--- src/logic/adc_seq_regs.vh ---
// Constants for the dual-slope converter sequencer and display driver.
// Assumes inclusion by the sequencer module only; definitions only.
`ifndef ADC_SEQ_REGS_VH
`define ADC_SEQ_REGS_VH
// Phase codes
`define PH_NULL      2'h0
`define PH_INTEG     2'h1
`define PH_DEINT     2'h2
// Timing counts
`define PRESCALE     2'h3
`define INTEG_COUNTS 12'h3e8
`define FULL_SCALE   12'h7d0
`define CYCLE_COUNTS 12'hfa0
`define BP_HALF      9'h18f
`endif

--- src/logic/adc_seq.v ---
// Sequencer, reading counter and seven-segment driver for a 3.5-digit converter.
// Assumes an analog front end driving comparator levels from another domain.
`timescale 1ns/1ps
`default_nettype none
`include "adc_seq_regs.vh"

// Functional notes
// - Cycle runs offset-null, integrate, deintegrate, then repeats forever.
// - Offset-null shorts sense inputs to midpoint, charges reference, closes offset loop.
// - Integrate opens loop, connects sense pins, integrates difference fixed time.
// - Sign latched at end of integrate, used for deintegrate and polarity.
// - Deintegrate ties low input to midpoint, opposite reference, counts to zero.
// - Displayed reading is the deintegrate count, 1000 times input over reference.
// - LCD backplane is a square wave at clock divided by 800.
// - LCD segments in phase with backplane when off, inverted when on.
// - Segment check high forces all segments on, showing minus 1888.
// - In LCD segment check the segments hold constant level, no toggling.
// - Overload blanks three low digits, leaving only the leading indication.
// - LED variant has no backplane; segments are static active-low sinks.
// - Hold input reads low when open, so display updates by default.
// - Oscillator clock divided by four forms the count clock.
// - Integrate 1000, deintegrate 0 to 2000, null remainder; 4000 counts total.
// - Hold high keeps converting but freezes display latches until low.
// - Polarity segment on for negative inputs, off for positive.
module adc_seq #(
  parameter LCD = 1
) (
  input  wire        core_clk,
  input  wire        reset,
  input  wire        clk_en,
  input  wire        zero_cross,
  input  wire        integ_sign,
  input  wire        hold_reading_input,
  input  wire        segment_check,
  output reg         short_to_mid,
  output reg         offset_loop,
  output reg         ref_charge,
  output reg         sense_connect,
  output reg         reference_deintegrate_phase,
  output reg         ref_pos,
  output reg         ref_neg,
  output reg         backplane_drive,
  output reg  [6:0]  seg_ones,
  output reg  [6:0]  seg_tens,
  output reg  [6:0]  seg_hund,
  output reg         seg_thou,
  output reg         seg_minus,
  output reg  [10:0] reading,
  output reg         overload,
  output reg         negative
);

  // ==========================================================
  // Input synchronisers (three stages, second and third agree)
  // ==========================================================
  reg [2:0] zc_s;
  reg [2:0] sg_s;
  reg [2:0] hd_s;
  reg [2:0] ck_s;
  reg       zc_q;
  reg       sg_q;
  reg       hd_q;
  reg       ck_q;

  // Filtered levels change only when the last two stages agree
  always @(posedge core_clk) begin
    if (reset) begin
      zc_s <= 3'h0;
      sg_s <= 3'h0;
      hd_s <= 3'h0;
      ck_s <= 3'h0;
      zc_q <= 1'b0;
      sg_q <= 1'b0;
      hd_q <= 1'b0; // Open hold input reads low
      ck_q <= 1'b0;
    end else if (clk_en) begin
      zc_s <= {zc_s[1:0], zero_cross};
      sg_s <= {sg_s[1:0], integ_sign};
      hd_s <= {hd_s[1:0], hold_reading_input};
      ck_s <= {ck_s[1:0], segment_check};
      if (zc_s[1] == zc_s[2]) zc_q <= zc_s[2];
      if (sg_s[1] == sg_s[2]) sg_q <= sg_s[2];
      if (hd_s[1] == hd_s[2]) hd_q <= hd_s[2];
      if (ck_s[1] == ck_s[2]) ck_q <= ck_s[2];
    end
  end

  // ==========================================================
  // Count clock prescaler
  // ==========================================================
  reg  [1:0] pre;
  wire       tick = (pre == `PRESCALE); // One count per four clocks

  always @(posedge core_clk) begin
    if (reset)
      pre <= 2'h0;
    else if (clk_en)
      pre <= pre + 2'h1;
  end

  // ==========================================================
  // Phase sequencer
  // ==========================================================
  localparam ST_NULL  = `PH_NULL;
  localparam ST_INTEG = `PH_INTEG;
  localparam ST_DEINT = `PH_DEINT;

  reg  [1:0]  phase;
  reg  [1:0]  next_phase;
  reg  [11:0] cyc_cnt;   // Counts within the whole 4000-count cycle
  reg  [11:0] ph_cnt;    // Counts within the current phase
  reg         sign_lat;  // High means negative input
  reg  [10:0] res_cnt;
  reg         res_ovl;
  reg         res_neg;
  reg         res_ready;

  wire deint_full = (ph_cnt == `FULL_SCALE - 12'h1);
  wire cycle_end  = (cyc_cnt == `CYCLE_COUNTS - 12'h1);

  // Next phase: null takes whatever deintegrate left unused
  always @* begin
    next_phase = phase;
    case (phase)
      ST_NULL:  if (cycle_end) next_phase = ST_INTEG;
      ST_INTEG: if (ph_cnt == `INTEG_COUNTS - 12'h1) next_phase = ST_DEINT;
      ST_DEINT: if (zc_q || deint_full) next_phase = ST_NULL;
      default:  next_phase = ST_NULL;
    endcase
  end

  // Phase registers, sign latch and result capture
  always @(posedge core_clk) begin
    if (reset) begin
      phase     <= ST_NULL;
      cyc_cnt   <= 12'h000;
      ph_cnt    <= 12'h000;
      sign_lat  <= 1'b0;
      res_cnt   <= 11'h000;
      res_ovl   <= 1'b0;
      res_neg   <= 1'b0;
      res_ready <= 1'b0;
    end else if (clk_en) begin
      res_ready <= 1'b0;
      if (tick) begin
        phase   <= next_phase;
        cyc_cnt <= (phase == ST_NULL && cycle_end) ? 12'h000 : cyc_cnt + 12'h001;
        ph_cnt  <= (next_phase != phase) ? 12'h000 : ph_cnt + 12'h001;
        if (phase == ST_INTEG && next_phase == ST_DEINT)
          sign_lat <= sg_q; // Sign sampled at end of integrate
        if (phase == ST_DEINT && next_phase == ST_NULL) begin
          res_cnt   <= zc_q ? ph_cnt[10:0] : 11'h7d0; // Count is the reading
          res_ovl   <= ~zc_q;                         // No crossing by full scale
          res_neg   <= sign_lat;
          res_ready <= 1'b1;
        end
      end
    end
  end

  // ==========================================================
  // Analog switch controls
  // ==========================================================
  always @(posedge core_clk) begin
    if (reset) begin
      short_to_mid                <= 1'b1;
      offset_loop                 <= 1'b1;
      ref_charge                  <= 1'b1;
      sense_connect               <= 1'b0;
      reference_deintegrate_phase <= 1'b0;
      ref_pos                     <= 1'b0;
      ref_neg                     <= 1'b0;
    end else if (clk_en) begin
      short_to_mid                <= (phase == ST_NULL);
      offset_loop                 <= (phase == ST_NULL);
      ref_charge                  <= (phase == ST_NULL);
      sense_connect               <= (phase == ST_INTEG);
      reference_deintegrate_phase <= (phase == ST_DEINT); // Low input tied to midpoint
      ref_pos                     <= (phase == ST_DEINT) && sign_lat;  // Opposite polarity
      ref_neg                     <= (phase == ST_DEINT) && !sign_lat;
    end
  end

  // ==========================================================
  // Display latches
  // ==========================================================
  // Conversions continue while held; only the latch load is gated
  always @(posedge core_clk) begin
    if (reset) begin
      reading  <= 11'h000;
      overload <= 1'b0;
      negative <= 1'b0;
    end else if (clk_en && res_ready && !hd_q) begin
      reading  <= res_cnt;
      overload <= res_ovl;
      negative <= res_neg;
    end
  end

  // ==========================================================
  // Decoding and segment drive
  // ==========================================================
  function [6:0] seg7;
    input [3:0] d;
    begin
      case (d)
        4'h0: seg7 = 7'h3f;
        4'h1: seg7 = 7'h06;
        4'h2: seg7 = 7'h5b;
        4'h3: seg7 = 7'h4f;
        4'h4: seg7 = 7'h66;
        4'h5: seg7 = 7'h6d;
        4'h6: seg7 = 7'h7d;
        4'h7: seg7 = 7'h07;
        4'h8: seg7 = 7'h7f;
        4'h9: seg7 = 7'h6f;
        default: seg7 = 7'h00;
      endcase
    end
  endfunction

  // Binary to decimal; divider is combinational but only settles on latch changes
  wire [10:0] r_thou = reading / 11'd1000;
  wire [10:0] r_rem  = reading - r_thou * 11'd1000;
  wire [10:0] r_hund = r_rem / 11'd100;
  wire [10:0] r_rem2 = r_rem - r_hund * 11'd100;
  wire [10:0] r_tens = r_rem2 / 11'd10;
  wire [10:0] r_ones = r_rem2 - r_tens * 11'd10;

  reg  [6:0] on_ones;
  reg  [6:0] on_tens;
  reg  [6:0] on_hund;
  reg        on_thou;
  reg        on_minus;

  // Segments that should be lit, before drive polarity
  always @* begin
    if (ck_q) begin
      on_ones  = 7'h7f; // Shows minus 1888
      on_tens  = 7'h7f;
      on_hund  = 7'h7f;
      on_thou  = 1'b1;
      on_minus = 1'b1;
    end else if (overload) begin
      on_ones  = 7'h00; // Low digits blanked
      on_tens  = 7'h00;
      on_hund  = 7'h00;
      on_thou  = 1'b1;
      on_minus = negative;
    end else begin
      on_ones  = seg7(r_ones[3:0]);
      on_tens  = seg7(r_tens[3:0]);
      on_hund  = seg7(r_hund[3:0]);
      on_thou  = (r_thou != 11'h000);
      on_minus = negative; // Lit for negative input
    end
  end

  // Backplane divider: toggle every 400 clocks
  reg [8:0] bp_cnt;

  always @(posedge core_clk) begin
    if (reset) begin
      bp_cnt          <= 9'h000;
      backplane_drive <= 1'b0;
    end else if (clk_en) begin
      if (LCD != 0) begin
        bp_cnt <= (bp_cnt == `BP_HALF) ? 9'h000 : bp_cnt + 9'h001;
        if (bp_cnt == `BP_HALF)
          backplane_drive <= ~backplane_drive; // Clock over 800
      end else
        backplane_drive <= 1'b0; // No backplane on LED build
    end
  end

  // Backplane level after this edge; registered segments must switch on the
  // same edge as the backplane, or each half period would leave a clock of DC
  wire bp_flip = (LCD != 0) && (bp_cnt == `BP_HALF);
  wire bp_next = bp_flip ? ~backplane_drive : backplane_drive;

  // Drive polarity: LCD xor with backplane, LED sinks active low
  wire pol = (LCD != 0) ? (ck_q ? 1'b1 : ~bp_next) : 1'b0;

  always @(posedge core_clk) begin
    if (reset) begin
      seg_ones  <= 7'h00;
      seg_tens  <= 7'h00;
      seg_hund  <= 7'h00;
      seg_thou  <= 1'b0;
      seg_minus <= 1'b0;
    end else if (clk_en) begin
      // LCD: in phase when off, inverted when on; held steady during
      // LED: low sinks current for a lit segment
      seg_ones  <= (LCD != 0) ? (on_ones ^ {7{~pol}})  : ~on_ones;
      seg_tens  <= (LCD != 0) ? (on_tens ^ {7{~pol}})  : ~on_tens;
      seg_hund  <= (LCD != 0) ? (on_hund ^ {7{~pol}})  : ~on_hund;
      seg_thou  <= (LCD != 0) ? (on_thou ^ ~pol)       : ~on_thou;
      seg_minus <= (LCD != 0) ? (on_minus ^ ~pol)      : ~on_minus;
    end
  end

endmodule // adc_seq
`default_nettype wire

--- config.mk ---
export PLATFORM = sky130hd
export DESIGN_NAME = adc_seq
export DESIGN_NICKNAME = d
export VERILOG_FILES = /design/src/logic/adc_seq.v
export VERILOG_INCLUDE_DIRS = /design/src /design/src/logic
export SDC_FILE = /design/constraint.sdc
export NUM_CORES = 1
export LEC_CHECK = 0
export BUFFER_PORTS_ARGS = -buffer_cell sky130_fd_sc_hd__buf_2
export CAP_MARGIN = 25
export CORE_MARGIN = 8
export CORE_UTILIZATION = 45
export DETAILED_ROUTE_END_ITERATION = 10
export PLACE_DENSITY = 0.63
export SYNTH_ARGS = -nofsm -noshare
export SYNTH_HDL_FRONTEND = slang
export SYNTH_SLANG_ARGS = --single-unit
export TNS_END_PERCENT = 5
--- constraint.sdc ---
create_clock -name core_clk -period 17 [get_ports core_clk]
set_input_delay 3.4 -clock core_clk [delete_from_list [all_inputs] [get_ports core_clk]]
set_output_delay 3.4 -clock core_clk [all_outputs]
set_load 0.1 [all_outputs]
==> impl_metrics.tcl, run 1 <==
set metrics [dict create \
    status "finished, final reports clean" \
    grt_overflow 0 \
    numCtsBuffers 9 \
    vdd_drop_max_uv 51.8 \
    grt_antenna_before_repair 0 \
    row_count 48 \
    grt_pass1_wl_um 32100 \
    ant_nets 0 \
    async_flop_share_pct 0 \
    top_level_ports 51 \
    ys_types 94 \
    port_buffers 50 \
    syn_inst 1010 \
    routabilityCongestion 0.867 \
    cp-end-kind "flop" \
    arrival_ns 13.85 \
    fill_cells 1725 \
    core_um2 17300 \
    synth_area_um2 7970 \
    power.switching_mw 0.137 \
    timing.final.max_slew_violations 0 \
    setup_tns_ns 0 \
    grt_max_degree 79 \
    drive_above_1_share_pct 11.6 \
    firstDrtPassIters 5 \
    ys_seq_elements 110 \
    cap_violations 0 \
    die_w_um 149 \
    comb_power_share_pct 9.2 \
    layout.nets 1096 \
    syn2layout_area_growth_pct 8.52 \
    startpoint_type "flop" \
    drtIter0Drc 439 \
    dpl.cell_count 1244 \
    cts_resized 0 \
    clock.fmax_ghz 0.0737 \
    vias 7094 \
    regArea_um2 2200 \
    setup_viol 0 \
    root_buffer "clkbuf_16" \
    min_period_ns 13.57 \
    cts.sinks 110 \
    p_leak_nw 3.51 \
    slew-limit-headroom_pct 33.8 \
    die_height_um 149 \
    path_max_fanout 17 \
    netlist_top_cells_count "nor2_1 (137), dfxtp_1 (110), nand2_1 (105)" \
    design_power_total_mw 0.544 \
    cts_tree "yes" \
    finalHoldViolCount 0 \
    ys_warn_count 0 \
    powerDensity_nw_per_um2 62.8 \
    start_util_pct 46.1 \
    synth_edf_count 0 \
    multi_input_area_um2 5410 \
    clk_path_buf_depth 2 \
    grt_pass1_vias 6775 \
    synthFlopType "dfxtp_1" \
    syn-mean-instance-area_um2 7.89 \
    wl_per_cell_um 14.8 \
    tightest_slew_ns 0.986 \
    htree_levels 3 \
    rsz0062_at_grt "false" \
    clock_skew_ns 0.00897 \
    synth_most_common_cell "nor2_1" \
    slowest_stage "o31ai_2" \
    worstPathRequired_ns 17.27 \
    sw_frac_of_total_pct 25.3 \
    vias_per_cell 5.63 \
    drt-total-wl_um 18700 \
    fin_area_um2 8650 \
    hold_class "reg2reg" \
    utilization_pct 50.0 \
    synth_top_cell_by_area "dfxtp_1" \
    place_area_um2 8330 \
    clock_power_share_pct 41.6 \
    clkLatencyLatePin_ns 0.34 \
    worst_path_largest_cell_delay_ns 0.57 \
    path_class "reg2reg" \
    diodes 0 \
    power_frac_seq_pct 49.2 \
    path_clk_slew_ns 0.07 \
    ff2ff_setup_slack_ns 3.43 \
    drc 0 \
    die_area_um2 22200 \
    cts_setup_buffers 0 \
    crit_top_cell "ha_1" \
    netlist_top_cells_area "dfxtp_1 (28%), ha_1 (8.6%), nor2_1 (6.5%), a21oi_1 (5.4%), xnor2_1 (5.2%)" \
    finalCritPeriodShare_pct 79.8 \
    place_hpwl_um 13900 \
    internal-power_mw 0.406 \
    seq_area_frac_synth_pct 27.6 \
    synth.top_cell.area_share_pct 27.6 \
    cts_hold_buf 0 \
    syn_nets 1076 \
    grt_usage_pct 16.8 \
    layout.cells.non_filler 1260 \
]
[worst paths after layout]
path,start,end,depth (start not counted)
worst max-delay path,reading[5]$_SDFFE_PP0P_,seg_ones[6]$_SDFFE_PP0P_,50
worst min-delay path,res_cnt[3]$_SDFFE_PP0P_,reading[3]$_SDFFE_PP0P_,2
worst max register to register,reading[5]$_SDFFE_PP0P_,seg_ones[6]$_SDFFE_PP0P_,50
worst min register to register,res_cnt[3]$_SDFFE_PP0P_,reading[3]$_SDFFE_PP0P_,2
[per-layer routing]
metal	wire length [µm]	up-vias	track usage [%]
li1	-	3646	-
met1	8980	3285	21.8
met2	8820	136	28.4
met3	606	27	2.15
met4	294	0	5.25
met5	0	-	0
[layout make-up]
type / count / area share, %
multi-input combinational: 815 / 62.6
sequential: 110 / 25.5
timing repair buffer: 54 / 3.24
inverter: 40 / 1.74
clock inverter: 5 / 0.954
clock buffer: 11 / 2.81
tap: 225 / 3.25
[registers in the layout, summed over array words and instances (netlist names), 2 cells and up]
register / flops
bp_cnt: 9
ck_s: 3
cyc_cnt: 12
hd_s: 3
ph_cnt: 12
phase: 2
pre: 2
reading: 11
res_cnt: 11
seg_hund: 7
seg_ones: 7
seg_tens: 7
sg_s: 3
zc_s: 3
[per-stage QoR]
step	worst slack (ns)	hold WS, ns
floorplan	4.06	0.432
global placement	3.91	0.441
detailed placement	3.58	0.445
CTS	3.51	0.451
global route	2.36	0.469
finish	3.43	0.453
[cell usage in the layout (no fill, tap or decap), drive strengths merged, types with 4 or more instances in the layout]
master,Yosys,routed
fa,4,4
xnor2,47,47
xor2,25,25
and3,6,6
or4,4,4
buf,12,54
o211ai,6,6
nor2,139,139
inv,38,38
or3,6,6
o211a,5,5
a31oi,17,17
a22oi,5,5
o221ai,4,4
mux2i,22,22
a21oi,92,92
o22ai,14,14
dfxtp,110,110
a211oi,15,15
nor4,5,5
a21o,14,14
nand3,31,31
o21ai,46,46
ha,55,55
a311oi,6,6
nand2,105,105
clkbuf,33,11
o31ai,6,6
a2111oi,4,4
o21bai,6,6
o21a,8,8
a21boi,4,4
o31a,4,4
or2,5,5
a32oi,6,6
nor2b,10,10
nor3,14,14
and2,10,10
nand4,16,16
nand2b,12,12
[logic make-up (layout without fill, tap and decap cells)]
logic type / count (synthesis) / count (layout) / synth area share [%]
multiplexers: 25 / 25 / 3.19
AO/OA/AOI/OAI: 283 / 283 / 24.7
adder cells (fa/ha/maj): 60 / 60 / 9.76
XOR/XNOR: 72 / 72 / 7.91
buffers and inverters: 85 / 110 / 4.58
AND/OR/NAND/NOR: 375 / 375 / 22.3
flip-flops: 110 / 110 / 27.6
[power by group through the flow]
stage / combinational (mW) / clock (mW) / sequential, mW
2_1_floorplan: 0.0159 / 0 / 0.299
3_3_place_gp: 0.0499 / 0 / 0.274
3_5_place_dp: 0.0503 / 0 / 0.274
4_1_cts: 0.0503 / 0.232 / 0.268
5_1_grt: 0.0530 / 0.240 / 0.268
6_report: 0.0498 / 0.226 / 0.268
[worst max-delay path, delay by kind of cell (launching register included)]
kind / cells / cell delay (ns)
AO/OA/AOI/OAI: 17 / 4.57
XOR/XNOR: 4 / 0.92
adder cells (fa/ha/maj): 9 / 2.68
buffers and inverters: 4 / 0.61
flip-flops: 1 / 0.41
multiplexers: 1 / 0.43
AND/OR/NAND/NOR: 15 / 3.84
(Power assumes the default switching activity.)
==> run 2: changes to the inputs <==
--- a/config.mk
+++ b/config.mk
@@ -6,6 +6,7 @@
 export SDC_FILE = /design/constraint.sdc
 export NUM_CORES = 1
 export LEC_CHECK = 0
+export ABC_AREA = 1
 export BUFFER_PORTS_ARGS = -buffer_cell sky130_fd_sc_hd__buf_2
 export CAP_MARGIN = 25
 export CORE_MARGIN = 8
==> constraint.sdc (replaced) <==
create_clock -name core_clk -period 12.75 [get_ports core_clk]
set_input_delay 2.55 -clock core_clk [delete_from_list [all_inputs] [get_ports core_clk]]
set_output_delay 2.55 -clock core_clk [all_outputs]
set_load 0.1 [all_outputs]
==> run 2 against run 1 <==
Compared with the run above:
- synthesized cell count rose by 4.4%
- cell area fell by 6.0%
- final cell count rose by 4.4%
- core utilization rose by 1.4 points
- fmax rose by 17%
- critical path type unchanged
- critical endpoint is now seg_ones[5]$_SDFFE_PP0P_
- largest cell class unchanged
==> impl_metrics.tcl, run 2 <==
set metrics [dict create \
    hold_depth 2 \
    start_util_pct 45.7 \
    status "finished, final reports clean" \
    grt_max_degree 49 \
    p_leak_nw 3.94 \
    clock.fmax_ghz 0.0862 \
    slowest_stage "fa_1" \
    synth_most_common_cell "nand2_1" \
    layout.cells.non_filler 1316 \
    fill_cells 1597 \
    final_common_cell "nand2_1" \
    die_w_um 143 \
    critPathTopFamily "simple AND/OR/NAND/NOR gates" \
    synth_area_um2 7240 \
    netlist_top_cells_count "nand2_1 (227), dfxtp_1 (110), inv_1 (106)" \
    ant_nets 0 \
    cap_violations 0 \
    netlist_top_cells_area "dfxtp_1 (30%), nand2_1 (12%), ha_1 (9.5%), a21oi_1 (6.3%), nand3_1 (5.9%)" \
    grt_antenna_before_repair 0 \
    vdd_drop_max_uv 78.7 \
    root_buffer "clkbuf_16" \
    synthFlopType "dfxtp_1" \
    syn-mean-instance-area_um2 6.87 \
    endpoint "seg_ones[5]$_SDFFE_PP0P_" \
    layout.nets 1161 \
    clkLatencyLatePin_ns 0.36 \
    drc 0 \
    design_power_total_mw 0.721 \
    die_height_um 143 \
    power_frac_seq_pct 49.4 \
    die_area_um2 20400 \
    finalCritPeriodShare_pct 91.0 \
    path_clk_slew_ns 0.08 \
    final_cell_mix "nand2_1 (224), inv_1 (105), dfxtp_1 (104), nor2_1 (94), a21oi_1 (87)" \
    sw_frac_of_total_pct 27.7 \
    drtIter0Drc 406 \
    min_period_ns 11.60 \
    arrival_ns 11.90 \
    synth_edf_count 0 \
    top_level_ports 51 \
    firstDrtPassIters 5 \
    worstPathRequired_ns 13.04 \
    grt_usage_pct 15.9 \
    comb_power_share_pct 9.6 \
    grt_pass1_wl_um 27200 \
    setup_viol 0 \
    seq_area_frac_synth_pct 30.4 \
    cts.sinks 110 \
    clock_power_share_pct 41.0 \
    startpoint_type "flop" \
    critPathBufInv 16 \
    grt_overflow 0 \
    syn_nets 1120 \
    ys_types 51 \
    hold_class "reg2reg" \
    clock_skew_ns 0.0151 \
    finalHoldViolCount 0 \
    timing.final.max_slew_violations 0 \
    port_buffers 50 \
    core_um2 15800 \
    crit_top_cell "nand2_1" \
    ys_warn_count 0 \
    ff2ff_setup_slack_ns 1.15 \
    grt_pass1_vias 6082 \
    synth_top_cell_by_area "dfxtp_1" \
    power.switching_mw 0.200 \
    timing.hold.ws_ns 0.449 \
    tightest_slew_ns 1.04 \
    vias_per_cell 5.03 \
    row_count 46 \
    powerDensity_nw_per_um2 88.6 \
    numCtsBuffers 9 \
    clk_path_buf_depth 2 \
    startpoint "reading[4]$_SDFFE_PP0P_" \
    drt-total-wl_um 16100 \
    cp-end-kind "flop" \
    place_hpwl_um 11900 \
    cp.depth 93 \
    routabilityCongestion 0.895 \
    syn_inst 1054 \
    path_class "reg2reg" \
    timing.rr.start "reading[4]$_SDFFE_PP0P_" \
    wl_per_cell_um 12.2 \
    internal-power_mw 0.522 \
    worst_path_largest_cell_delay_ns 0.45 \
    dpl.cell_count 1290 \
    path_max_fanout 10 \
    vias 6619 \
    cts_tree "yes" \
    reg2reg_to "seg_ones[5]$_SDFFE_PP0P_" \
    ys_seq_elements 110 \
    setup_tns_ns 0 \
    slew-limit-headroom_pct 30.6 \
    async_flop_share_pct 0 \
    syn2layout_area_growth_pct 12.4 \
    synth.top_cell.area_share_pct 30.4 \
    r2r_cells 93 \
    htree_levels 3 \
    drive_above_1_share_pct 15.6 \
    reg_top3 "cyc_cnt x12, ph_cnt x12" \
    cts_hold_buf 0 \
    diodes 0 \
]
==> run 2: power groups by stage <==
stage / Clock [mW] / Sequential (mW) / Combinational (mW)
5_1_grt: 0.318 / 0.357 / 0.0739
6_report: 0.296 / 0.356 / 0.0689
3_5_place_dp: 0 / 0.364 / 0.0696
2_1_floorplan: 0 / 0.397 / 0.0247
4_1_cts: 0.302 / 0.356 / 0.0697
3_3_place_gp: 0 / 0.364 / 0.0692
==> run 2: cells by family (layout without fill, tap and decap cells) <==
group	Yosys count	count (layout)	synth area share, %
flip-flops	110	110	30.4
buffers and inverters	168	214	8.95
XOR/XNOR	29	29	3.61
AND/OR/NAND/NOR	492	492	31.0
AO/OA/AOI/OAI	196	196	15.4
adder cells (fa/ha/maj)	59	59	10.6
==> run 2: worst min path at each step <==
stage / start / slack [ns] / to
global placement: res_neg$_SDFFE_PP0P_ / 0.44 / res_neg$_SDFFE_PP0P_
detailed placement: res_neg$_SDFFE_PP0P_ / 0.44 / res_neg$_SDFFE_PP0P_
finish: res_neg$_SDFFE_PP0P_ / 0.45 / res_neg$_SDFFE_PP0P_
CTS: res_neg$_SDFFE_PP0P_ / 0.45 / res_neg$_SDFFE_PP0P_
floorplan: res_neg$_SDFFE_PP0P_ / 0.42 / res_neg$_SDFFE_PP0P_
global route: res_neg$_SDFFE_PP0P_ / 0.47 / res_neg$_SDFFE_PP0P_
==> run 2: final cells by class <==
class	instances	area [µm²]	area share, %
multi-input combinational	776	4480	55.1
sequential	110	2210	27.2
inverter	134	505	6.21
timing repair buffer	64	353	4.34
tap	216	270	3.32
clock buffer	9	225	2.77
clock inverter	7	88.8	1.09
==> run 2: timing repair <==
item,4_1_cts,5_1_grt
buffers inserted,0,9
resized for setup,0,25
setup endpoints to repair,0,11
==> run 2: tightest hold or removal path, delay by kind of cell, from the launching register on <==
kind                   cells  cell delay, ns
flip-flops                 1            0.31
buffers and inverters      1            0.05
AO/OA/AOI/OAI              1            0.05
==> run 2: per-layer routing <==
layer | share of wire, % | wire [µm] | GRT usage, %
met5 | 0 | 0 | 0
met4 | 1.3 | 212 | 4.47
met3 | 3.1 | 505 | 2.90
met2 | 47 | 7560 | 27.7
met1 | 48 | 7790 | 19.7
==> run 2: metrics by stage <==
stage,utilization (%),instance area (µm²),setup WS [ns]
after CTS,50.3,7960,0.465
after global placement,48.3,7650,0.846
after floorplan,-,7240,1.21
final,51.4,8140,1.15
after detailed placement,48.3,7650,0.503
after global routing,51.4,8140,-0.0429
